--- config.mk ---
export PLATFORM = sky130hd
export DESIGN_NAME = exit_info_top
export DESIGN_NICKNAME = d
export VERILOG_FILES = /design/src/exit_info_pkg.sv /design/src/access_gate.sv /design/src/struct_tracker.sv /design/src/exit_info_top.sv
export VERILOG_INCLUDE_DIRS = /design/src /design/src/src
export SDC_FILE = /design/constraint.sdc
export NUM_CORES = 1
export LEC_CHECK = 0
export ABC_CLOCK_PERIOD_IN_PS = 1490
export BUFFER_PORTS_ARGS = -buffer_cell sky130_fd_sc_hd__buf_2
export CAP_MARGIN = 20
export CORE_AREA = 2 2 216 218
export CTS_CLUSTER_DIAMETER = 60
export DETAILED_ROUTE_END_ITERATION = 10
export DIE_AREA = 0 0 218 220
export GPL_TIMING_DRIVEN = 0
export PLACE_DENSITY = 0.69
export SETUP_SLACK_MARGIN = 0.15
export SYNTH_ARGS = -nofsm -noshare
export SYNTH_HDL_FRONTEND = slang
export SYNTH_SLANG_ARGS = --single-unit
export TNS_END_PERCENT = 20
--- constraint.sdc ---
create_clock -name SYS_CLK -period 1.49 [get_ports SYS_CLK]
set_input_delay 0.0745 -clock SYS_CLK [delete_from_list [all_inputs] [get_ports SYS_CLK]]
set_output_delay 0.0745 -clock SYS_CLK [all_outputs]
set_load 0.05 [all_outputs]
--- src/exit_info_consts.svh ---
// Purpose: constants for the exit-information and shadow-structure control block
// Assumes: fields are presented on a simple synchronous read port, no bus
// Notes: field selectors are local index codes for the read port
// How it works
// - delivered vector goes into bits 7:0
// - delivery type coded in bits 10:8
// - bit 11 flags a valid error code
// - bits 30:13 zero, bit 12 undefined
// - info field describes event; bit 31 valid
// - hardware exception error code stored, 32 bits
// - instruction exits record instruction byte length
// - length also kept for software interrupt/exception
// - instruction info filled for listed instruction exits
// - sysmgmt-interrupt I/O exits save count, indices, pointer
// - instruction error field untouched by exits
// - region bit 31 selects ordinary or shadow
// - guest entry fails on shadow current structure
// - shadowing off: guest field access exits
// - shadowing on: guest access uses linked structure if present and shadow, else exits
// - shadowing on: entry checks linked structure shadow
// - host operation accesses both structure kinds
// - clear deactivates and writes back cached data
// - fields accessed only through field instructions
`ifndef EXIT_INFO_CONSTS_SVH
`define EXIT_INFO_CONSTS_SVH

`define VEC_LSB 0
`define VEC_MSB 7
`define TYPE_LSB 8
`define TYPE_MSB 10
`define ERRV_BIT 11
`define UNDEF_BIT 12
`define VALID_BIT 31
`define SHADOW_IND_BIT 31

`define SEL_INFO 4'h0
`define SEL_ERR 4'h1
`define SEL_LEN 4'h2
`define SEL_INSTR 4'h3
`define SEL_CNT 4'h4
`define SEL_SRC 4'h5
`define SEL_DST 4'h6
`define SEL_IP 4'h7
`define SEL_IERR 4'h8

`endif

--- src/exit_info_pkg.sv ---
// Purpose: types for the exit-information block
// Assumes: exit_info_consts.svh is included by users
// Notes: none
package exit_info_pkg;

  typedef enum logic [2:0] {
    DT_EXT_INT = 3'h0,
    DT_UNUSED1 = 3'h1,
    DT_NMI = 3'h2,
    DT_HW_EXC = 3'h3,
    DT_SW_INT = 3'h4,
    DT_PRIV_SW_EXC = 3'h5,
    DT_SW_EXC = 3'h6,
    DT_UNUSED7 = 3'h7
  } delivery_type_t;

  typedef struct packed {
    logic in_delivery;
    logic [7:0] vector;
    delivery_type_t dtype;
    logic err_valid;
    logic [31:0] err_code;
  } delivery_t;

  typedef struct packed {
    logic is_instr_exit;
    logic has_instr_info;
    logic io_sys_mgmt;
    logic [31:0] instr_len;
    logic [31:0] instr_info;
    logic [63:0] io_count;
    logic [63:0] io_src;
    logic [63:0] io_dst;
    logic [63:0] io_ip;
  } exit_cause_t;

  typedef enum logic [1:0] {
    ACC_NONE = 2'h0,
    ACC_CURRENT = 2'h1,
    ACC_LINKED = 2'h2,
    ACC_EXIT = 2'h3
  } access_route_t;

  typedef enum logic [1:0] {
    ST_IDLE = 2'h0,
    ST_ACTIVE = 2'h1,
    ST_FLUSH = 2'h2
  } struct_state_t;

endpackage

--- src/access_gate.sv ---
// Purpose: decides where a field read or write goes and whether entry fails
// Assumes: indicators come from the first word of each region
// Notes: purely combinational
`timescale 1ns/1ps
`include "exit_info_consts.svh"
module access_gate
  import exit_info_pkg::*;
(
  // request
  input wire logic field_access,
  input wire logic guest_mode,
  input wire logic shadow_ctrl,
  input wire logic entry_req,
  // structure headers
  input wire logic [31:0] current_hdr,
  input wire logic link_present,
  input wire logic [31:0] link_hdr,
  // result
  output access_route_t route,
  output logic entry_fail
);
  logic cur_shadow;
  logic link_shadow;

  always_comb begin
    cur_shadow = current_hdr[`SHADOW_IND_BIT];
    link_shadow = link_hdr[`SHADOW_IND_BIT];
    route = ACC_NONE;
    if (field_access) begin
      if (!guest_mode) begin
        route = ACC_CURRENT;
      end else if (!shadow_ctrl) begin
        route = ACC_EXIT;
      end else if (link_present && link_shadow) begin
        route = ACC_LINKED;
      end else begin
        route = ACC_EXIT;
      end
    end
    entry_fail = 1'b0;
    if (entry_req) begin
      entry_fail = cur_shadow
        || (shadow_ctrl && link_present && !link_shadow);
    end
  end
endmodule

--- src/struct_tracker.sv ---
// Purpose: tracks whether the current structure is active and drives write-back on clear
// Assumes: write-back completion is reported by the memory side
// Notes: on-chip copy is opaque; only field instructions reach it
`timescale 1ns/1ps
`include "exit_info_consts.svh"
module struct_tracker
  import exit_info_pkg::*;
(
  // clock and reset
  input wire logic clk,
  input wire logic rstn,
  // commands
  input wire logic load_req,
  input wire logic clear_req,
  input wire logic wb_done,
  // status
  output logic active,
  output logic wb_req
);
  typedef struct packed {
    struct_state_t st;
  } tr_t;
  tr_t r, next_r;

  always_comb begin
    next_r = r;
    unique case (r.st)
      ST_IDLE: if (load_req) next_r.st = ST_ACTIVE;
      ST_ACTIVE: if (clear_req) next_r.st = ST_FLUSH;
      ST_FLUSH: if (wb_done) next_r.st = ST_IDLE;
      default: next_r.st = ST_IDLE;
    endcase
  end

  always_ff @(posedge clk or negedge rstn) begin
    if (!rstn) begin
      r <= '{st: ST_IDLE};
    end else begin
      r <= next_r;
    end
  end

  assign active = (r.st == ST_ACTIVE);
  assign wb_req = (r.st == ST_FLUSH);
endmodule

--- src/exit_info_top.sv ---
// Purpose: records exit information fields and gates structure field access
// Assumes: all inputs synchronous to SYS_CLK
// Notes: exit_strobe is a one-cycle pulse marking an exit
`timescale 1ns/1ps
`include "exit_info_consts.svh"
module exit_info_top
  import exit_info_pkg::*;
(
  // clock and reset
  input wire logic SYS_CLK,
  input wire logic RSTN,
  // exit event
  input wire logic EXIT_STROBE,
  input delivery_t DELIVERY,
  input exit_cause_t CAUSE,
  // instruction error report
  input wire logic IERR_STROBE,
  input wire logic [31:0] IERR_VALUE,
  // field read port
  input wire logic [3:0] FIELD_SEL,
  output logic [63:0] FIELD_DATA,
  // access control
  input wire logic FIELD_ACCESS,
  input wire logic GUEST_MODE,
  input wire logic SHADOW_CTRL,
  input wire logic ENTRY_REQ,
  input wire logic [31:0] CURRENT_HDR,
  input wire logic LINK_PRESENT,
  input wire logic [31:0] LINK_HDR,
  output access_route_t ACCESS_ROUTE,
  output logic ENTRY_FAIL,
  // structure lifecycle
  input wire logic LOAD_REQ,
  input wire logic CLEAR_REQ,
  input wire logic WB_DONE,
  output logic STRUCT_ACTIVE,
  output logic WB_REQ
);
  typedef struct packed {
    logic [31:0] info;
    logic [31:0] err;
    logic [31:0] len;
    logic [31:0] instr;
    logic [63:0] cnt;
    logic [63:0] src;
    logic [63:0] dst;
    logic [63:0] ip;
    logic [31:0] ierr;
    logic [63:0] rdata;
  } state_t;
  state_t r, next_r;

  logic sw_delivery;

  ////////////////////////////////////////////////////////////////////////////
  always_comb begin
    next_r = r;
    sw_delivery = DELIVERY.in_delivery
      && (DELIVERY.dtype == DT_SW_INT || DELIVERY.dtype == DT_SW_EXC
          || DELIVERY.dtype == DT_PRIV_SW_EXC);
    if (EXIT_STROBE) begin
      next_r.info = 32'h0;
      if (DELIVERY.in_delivery) begin
        next_r.info[`VEC_MSB:`VEC_LSB] = DELIVERY.vector;
        next_r.info[`TYPE_MSB:`TYPE_LSB] = DELIVERY.dtype;
        next_r.info[`ERRV_BIT] = DELIVERY.err_valid;
        next_r.info[`VALID_BIT] = 1'b1;
        // bit 12 left undefined; driven zero here
        if (DELIVERY.dtype == DT_HW_EXC && DELIVERY.err_valid) begin
          next_r.err = DELIVERY.err_code;
        end
      end
      if (CAUSE.is_instr_exit || sw_delivery) begin
        next_r.len = CAUSE.instr_len;
      end
      if (CAUSE.has_instr_info) begin
        next_r.instr = CAUSE.instr_info;
      end
      if (CAUSE.io_sys_mgmt) begin
        next_r.cnt = CAUSE.io_count;
        next_r.src = CAUSE.io_src;
        next_r.dst = CAUSE.io_dst;
        next_r.ip = CAUSE.io_ip;
      end
    end
    // exits never touch the instruction error field
    if (IERR_STROBE) begin
      next_r.ierr = IERR_VALUE;
    end
    unique case (FIELD_SEL)
      `SEL_INFO: next_r.rdata = {32'h0, r.info};
      `SEL_ERR: next_r.rdata = {32'h0, r.err};
      `SEL_LEN: next_r.rdata = {32'h0, r.len};
      `SEL_INSTR: next_r.rdata = {32'h0, r.instr};
      `SEL_CNT: next_r.rdata = r.cnt;
      `SEL_SRC: next_r.rdata = r.src;
      `SEL_DST: next_r.rdata = r.dst;
      `SEL_IP: next_r.rdata = r.ip;
      `SEL_IERR: next_r.rdata = {32'h0, r.ierr};
      default: next_r.rdata = 64'h0;
    endcase
  end

  always_ff @(posedge SYS_CLK or negedge RSTN) begin
    if (!RSTN) begin
      r <= '0;
    end else begin
      r <= next_r;
    end
  end

  assign FIELD_DATA = r.rdata;

  ////////////////////////////////////////////////////////////////////////////
  access_gate u_gate (
    .field_access(FIELD_ACCESS),
    .guest_mode(GUEST_MODE),
    .shadow_ctrl(SHADOW_CTRL),
    .entry_req(ENTRY_REQ),
    .current_hdr(CURRENT_HDR),
    .link_present(LINK_PRESENT),
    .link_hdr(LINK_HDR),
    .route(ACCESS_ROUTE),
    .entry_fail(ENTRY_FAIL)
  );

  // indicator changes while active are the software's hazard, not checked here
  struct_tracker u_track (
    .clk(SYS_CLK),
    .rstn(RSTN),
    .load_req(LOAD_REQ),
    .clear_req(CLEAR_REQ),
    .wb_done(WB_DONE),
    .active(STRUCT_ACTIVE),
    .wb_req(WB_REQ)
  );
endmodule

==> results of run 1 <==
-- what timing repair did --
item / CTS / global route
resized for setup: 12 / 191
gates cloned: 0 / 1
pin swaps: 0 / 6
endpoints found under the setup margin: 101 / 187
endpoints found under the hold margin: 521 / 122
buffers inserted: 0 / 6
-- flip-flops by register name, indices dropped and copies added, names as in the netlist --
| name | cells |
|---|---|
| u_track.r | 2 |
| r | 397 |
| FIELD_DATA | 64 |
-- logic make-up after synthesis --
family / Yosys count / share of synthesized area
DFF: 463 / 0.581
muxes: 452 / 0.253
AOI/OAI and AO/OA: 233 / 0.0838
buffers and inverters: 172 / 0.0541
and+or+nand+nor: 99 / 0.0284
-- per-layer routing --
metal	up-vias	part of all wire	routed length, µm
li1	7069	-	-
met1	8478	0.38	30000
met2	1002	0.49	38600
met3	256	0.069	5440
met4	2	0.056	4380
met5	-	0.00014	11
-- where the power goes --
group / switching (mW) / internal [mW]
clock: 5.50 / 7.20
combinational: 3.21 / 3.69
sequential: 1.04 / 14.3
-- cell type report --
type / count / area, µm² / area share
tap: 607 / 759 / 0.0255
sequential: 463 / 11600 / 0.389
timing repair buffer: 907 / 7240 / 0.243
buffer: 155 / 1100 / 0.0368
antenna: 6 / 15.0 / 0.000504
inverter: 17 / 63.8 / 0.00214
clock buffer: 77 / 1540 / 0.0516
multi-input combinational: 784 / 7340 / 0.247
clock inverter: 22 / 146 / 0.00492
-- cells in the final DEF, fill, tap and decap left out, types with 13 or more instances in the layout --
| master | synthesis | routed |
|---|---|---|
| buf_8 | 0 | 18 |
| buf_6 | 14 | 81 |
| buf_2 | 51 | 470 |
| clkbuf_16 | 0 | 54 |
| o221ai_1 | 14 | 14 |
| o21ai_0 | 48 | 48 |
| clkbuf_1 | 12 | 20 |
| mux2i_1 | 52 | 52 |
| nor2_1 | 16 | 15 |
| a22oi_1 | 101 | 101 |
| nand2_1 | 19 | 18 |
| inv_1 | 17 | 17 |
| buf_4 | 70 | 56 |
| nand3_1 | 13 | 13 |
| dlygate4sd3_1 | 0 | 410 |
| mux2_2 | 388 | 383 |
| dfrtp_1 | 463 | 463 |
-- critical path: stages --
cell and delay [ns]:
buf_2 0.13, buf_6 0.14, and2_1 0.12, buf_2 0.34
nand2_2 0.32, clkbuf_2 0.35, o21ai_0 0.41
-- per-stage QoR --
step,util,setup slack (ns),cells
after global routing,0.649,-0.00555,3037
after floorplan,-,0.281,1419
after detailed placement,0.507,-1.06,2516
after CTS,0.635,0.0369,3025
after global placement,0.505,-8.83,2511
final,0.649,0.0235,3038
-- worst min path at each step --
| stage | slack, ns | from | end | cells after the start |
|---|---|---|---|---|
| 2_1_floorplan | -0.22 | RSTN | FIELD_DATA[0] | 0 |
| 3_3_place_gp | 0.29 | DELIVERY[9] | r[425] | 2 |
| 3_5_place_dp | -0.10 | RSTN | r[151] | 1 |
| 4_1_cts | -0.73 | RSTN | r[153] | 1 |
| 5_1_grt | -0.72 | RSTN | r[279] | 1 |
| 6_report | -0.70 | RSTN | r[279] | 1 |
==> impl_metrics.json, run 1 <==
{
  "run_status": "complete, but fails checks",
  "violations": "negative hold slack",
  "min_period_over_period": 0.984,
  "setup_tns_ns": 0,
  "setup.worst_path.end_class": "flip-flop",
  "gr-usage-met3": 0.0616,
  "post_drt_wl_per_cell_um": 25.8,
  "synthTopCellsByCount": "463 x dfrtp_1, 388 x mux2_2, 101 x a22oi_1, 70 x buf_4, 52 x mux2i_1",
  "yosysSeqAreaShare": 0.581,
  "overflow": 0,
  "die_y_um": 220,
  "syn_inst": 1419,
  "regToRegSetupSlack_ns": 0.08,
  "final_nets": 2861,
  "ios": 549,
  "synth_warnings": 0,
  "io_buffer_count": 485,
  "synth_area_leader_cell": "dfrtp_1",
  "cp_data_required_time_ns": 1.93,
  "vdd_drop_max_v": 0.00102,
  "final_layout_size_suffix_gt1_frac": 0.468,
  "initial_core_util": 0.435,
  "grt.total_usage": 0.311,
  "cts.clk_slew.worst_paths_ns": 0.06,
  "dpl_cell_area_um2": 23300,
  "cts_hold_buf": 410,
  "die_w_um": 218,
  "vias": 16807,
  "relSlewSlack": 0.377,
  "grt_pass1_wl_um": 110000,
  "fin_crit_ns": 1.47,
  "htree_levels": 2,
  "crit_fanout": 10,
  "stdcell_area_um2": 29800,
  "crit_end": "FIELD_DATA[51]",
  "grt_pass1_vias": 17856,
  "grt_max_degree": 119,
  "hpwl_um": 49400,
  "worstReg2RegStart": "r[425]",
  "area.growth.synth_to_final_pct": 49.3,
  "syn_nets": 1899,
  "cts_tree": "done",
  "avgSynthCellArea_um2": 14.1,
  "max_freq_ghz": 0.682,
  "hold_viol": 122,
  "vias_per_cell": 5.53,
  "cts_made_buffers": 53,
  "async_flop_share": 1.00,
  "drt_iter0_drc": 1468,
  "worst_slew_pin_slew_ns": 0.935,
  "clock_skew_ns": 0.0214,
  "finalSetupViolCount": 0,
  "crit_arrival_ns": 1.91,
  "r2r_cells": 3,
  "total_power_mw": 35.0,
  "first_pass_iters": 5,
  "synth-edff-count": 0,
  "wl_um": 78500,
  "crit_path_start_kind": "primary input",
  "fill_cells": 3186,
  "grt.busiest_layer": "met2",
  "p_per_area_nw_per_um2": 1170,
  "ys_ff_latch": 463,
  "cts_buffer_depth": 3,
  "hold_class": "primary input to asynchronous set/reset pin",
  "rows": 79,
  "clk_latency_ns": 0.60,
  "yosysTopAreaCellShare": 0.581,
  "ys_types": 54,
  "syn_area_um2": 20000,
  "clockRootBuffer": "clkbuf_16",
  "synth_ff_type": "dfrtp_1",
  "leakagePower_nw": 13.7,
  "whs_ns": -0.702,
  "path_class": "primary input to flip-flop",
  "rsz0062_at_grt": "yes",
  "use_met2": 0.529,
  "ant_nets": 0,
  "core_um2": 45900,
  "cts.sinks": 463,
  "route.detailed.drc": 0,
  "yosysMostFrequentCell": "dfrtp_1",
  "maxCapViolations": 0,
  "use_met1": 0.373,
  "maxSlewViolCount": 0,
  "startpoint": "FIELD_SEL[2]",
  "gp_congestion": 0.887,
  "grt_antenna_before_repair": 7,
  "design.die.area_um2": 48000,
  "timing.rr.end": "FIELD_DATA[9]",
  "synth.area.top_cells": "dfrtp_1 58%, mux2_2 22%, a22oi_1 3.8%"
}
Power figures use the tool's default switching activity.
==> run 2: changes to the inputs <==
- RECOVER_POWER: not set -> 25
==> impl_metrics.json, run 2 (same netlist as run 1, synthesis figures left out) <==
{
  "run_status": "complete, but fails checks",
  "violations": "negative hold slack, negative setup slack",
  "gp_congestion": 0.887,
  "die_w_um": 218,
  "regMostFlops": "r",
  "overflow": 0,
  "whs_ns": -0.697,
  "leakagePower_nw": 13.7,
  "maxSlewViolCount": 0,
  "min_period_over_period": 1.01,
  "initial_core_util": 0.435,
  "ios": 549,
  "vias_per_cell": 5.53,
  "crit_path_start_kind": "primary input",
  "hold_class": "primary input to asynchronous set/reset pin",
  "first_pass_iters": 5,
  "crit_fanout": 10,
  "grt_pass1_vias": 17856,
  "wl_met2_um": 38600,
  "final_cell_mix": "469 x buf_2, 463 x dfrtp_1, 410 x dlygate4sd3_1",
  "wirelength_met1_um": 29400,
  "final_layout_size_suffix_gt1_frac": 0.468,
  "cts_hold_buf": 410,
  "dpl_cell_area_um2": 23300,
  "area.growth.synth_to_final_pct": 49.2,
  "grt_max_degree": 119,
  "top_layer_used": "met5",
  "worst_slew_pin_slew_ns": 0.955,
  "cts.clk_slew.worst_paths_ns": 0.06,
  "stdcell_area_um2": 29800,
  "crit_arrival_ns": 1.94,
  "post-route-util": 0.649,
  "clk_latency_ns": 0.60,
  "p_per_area_nw_per_um2": 1170,
  "design.die.area_um2": 48000,
  "route.detailed.drc": 0,
  "max_freq_ghz": 0.665,
  "vdd_drop_max_v": 0.00102,
  "core_um2": 45900,
  "timing.final.ws_setup_ns": -0.0138,
  "fin_crit_ns": 1.50,
  "final_common_cell": "buf_2",
  "post_drt_wl_per_cell_um": 25.8,
  "final_nets": 2861,
  "worstReg2RegStart": "r[425]",
  "drt_iter0_drc": 1523,
  "largest_register_ffs": 397,
  "hpwl_um": 49400,
  "htree_levels": 2,
  "io_buffer_count": 485,
  "cp_data_required_time_ns": 1.93,
  "die_y_um": 220,
  "fill_cells": 3190,
  "seqCellArea_um2": 11600,
  "grt.total_usage": 0.311,
  "ant_nets": 0,
  "wl_met3_um": 5950,
  "vias": 16799,
  "cts_tree": "done",
  "cts_made_buffers": 53,
  "clockRootBuffer": "clkbuf_16",
  "multi_input_area_um2": 7340,
  "cts_buffer_depth": 3,
  "hold_viol": 122,
  "regToRegSetupSlack_ns": 0.10,
  "startpoint": "FIELD_SEL[2]",
  "rows": 79,
  "grt_antenna_before_repair": 7,
  "clock_skew_ns": 0.0248,
  "grt_pass1_wl_um": 110000,
  "rsz0062_at_grt": "yes",
  "path_class": "primary input to flip-flop",
  "cts.sinks": 463,
  "finalSetupViolCount": 1,
  "wl_um": 78400,
  "relSlewSlack": 0.364,
  "maxCapViolations": 0,
  "setup.worst_path.end_class": "flip-flop"
}
[run 2: cell type report]
type / count / area share
multi-input combinational: 784 / 0.247
antenna: 6 / 0.000504
clock buffer: 77 / 0.0516
clock inverter: 22 / 0.00492
timing repair buffer: 907 / 0.242
tap: 607 / 0.0255
sequential: 463 / 0.389
buffer: 155 / 0.0368
inverter: 17 / 0.00214
[run 2: path summary, 6_finish.rpt]
check	end	depth (start not counted)
min in group SYS_CLK	r[383]	3
hold / removal	r[279]	1
max in group asynchronous	r[212]	3
setup / recovery	FIELD_DATA[51]	7
setup reg to reg	FIELD_DATA[9]	3
hold reg to reg	r[418]	1
[run 2: worst max-delay path: stages]
cell and delay (ns):
buf_2 0.13, buf_6 0.14, and2_1 0.12, buf_2 0.36
nand2_2 0.33, clkbuf_2 0.35, o21ai_0 0.42
[run 2: metal layers]
layer | vias up | GRT usage
met5 | - | 0
met3 | 257 | 0.0616
li1 | 7080 | -
met2 | 1030 | 0.529
met4 | 2 | 0.165
met1 | 8430 | 0.373
[run 2: what timing repair did]
action | 4_1_cts | 5_1_grt
setup endpoints to repair | 101 | 187
setup buffers | 0 | 6
resized for setup | 12 | 191
endpoints found under the hold margin | 521 | 122
gates cloned | 0 | 1
pin swaps | 0 | 6
[run 2: stage by stage]
step                power, mW  TNS (ns)  setup slack [ns]  instances
finish                   35.0   -0.0138           -0.0138       3038
global route             36.2  -0.00555          -0.00555       3037
detailed placement       20.8   -152.33             -1.06       2516
floorplan                18.7         0             0.281       1419
global placement         20.6  -4176.63             -8.83       2511
CTS                      34.3         0            0.0369       3025
[run 2: report_power, final]
| group | total (mW) | switching [mW] | internal [mW] |
|---|---|---|---|
| clock | 12.7 | 5.50 | 7.20 |
| sequential | 15.4 | 1.03 | 14.3 |
| combinational | 6.90 | 3.21 | 3.69 |
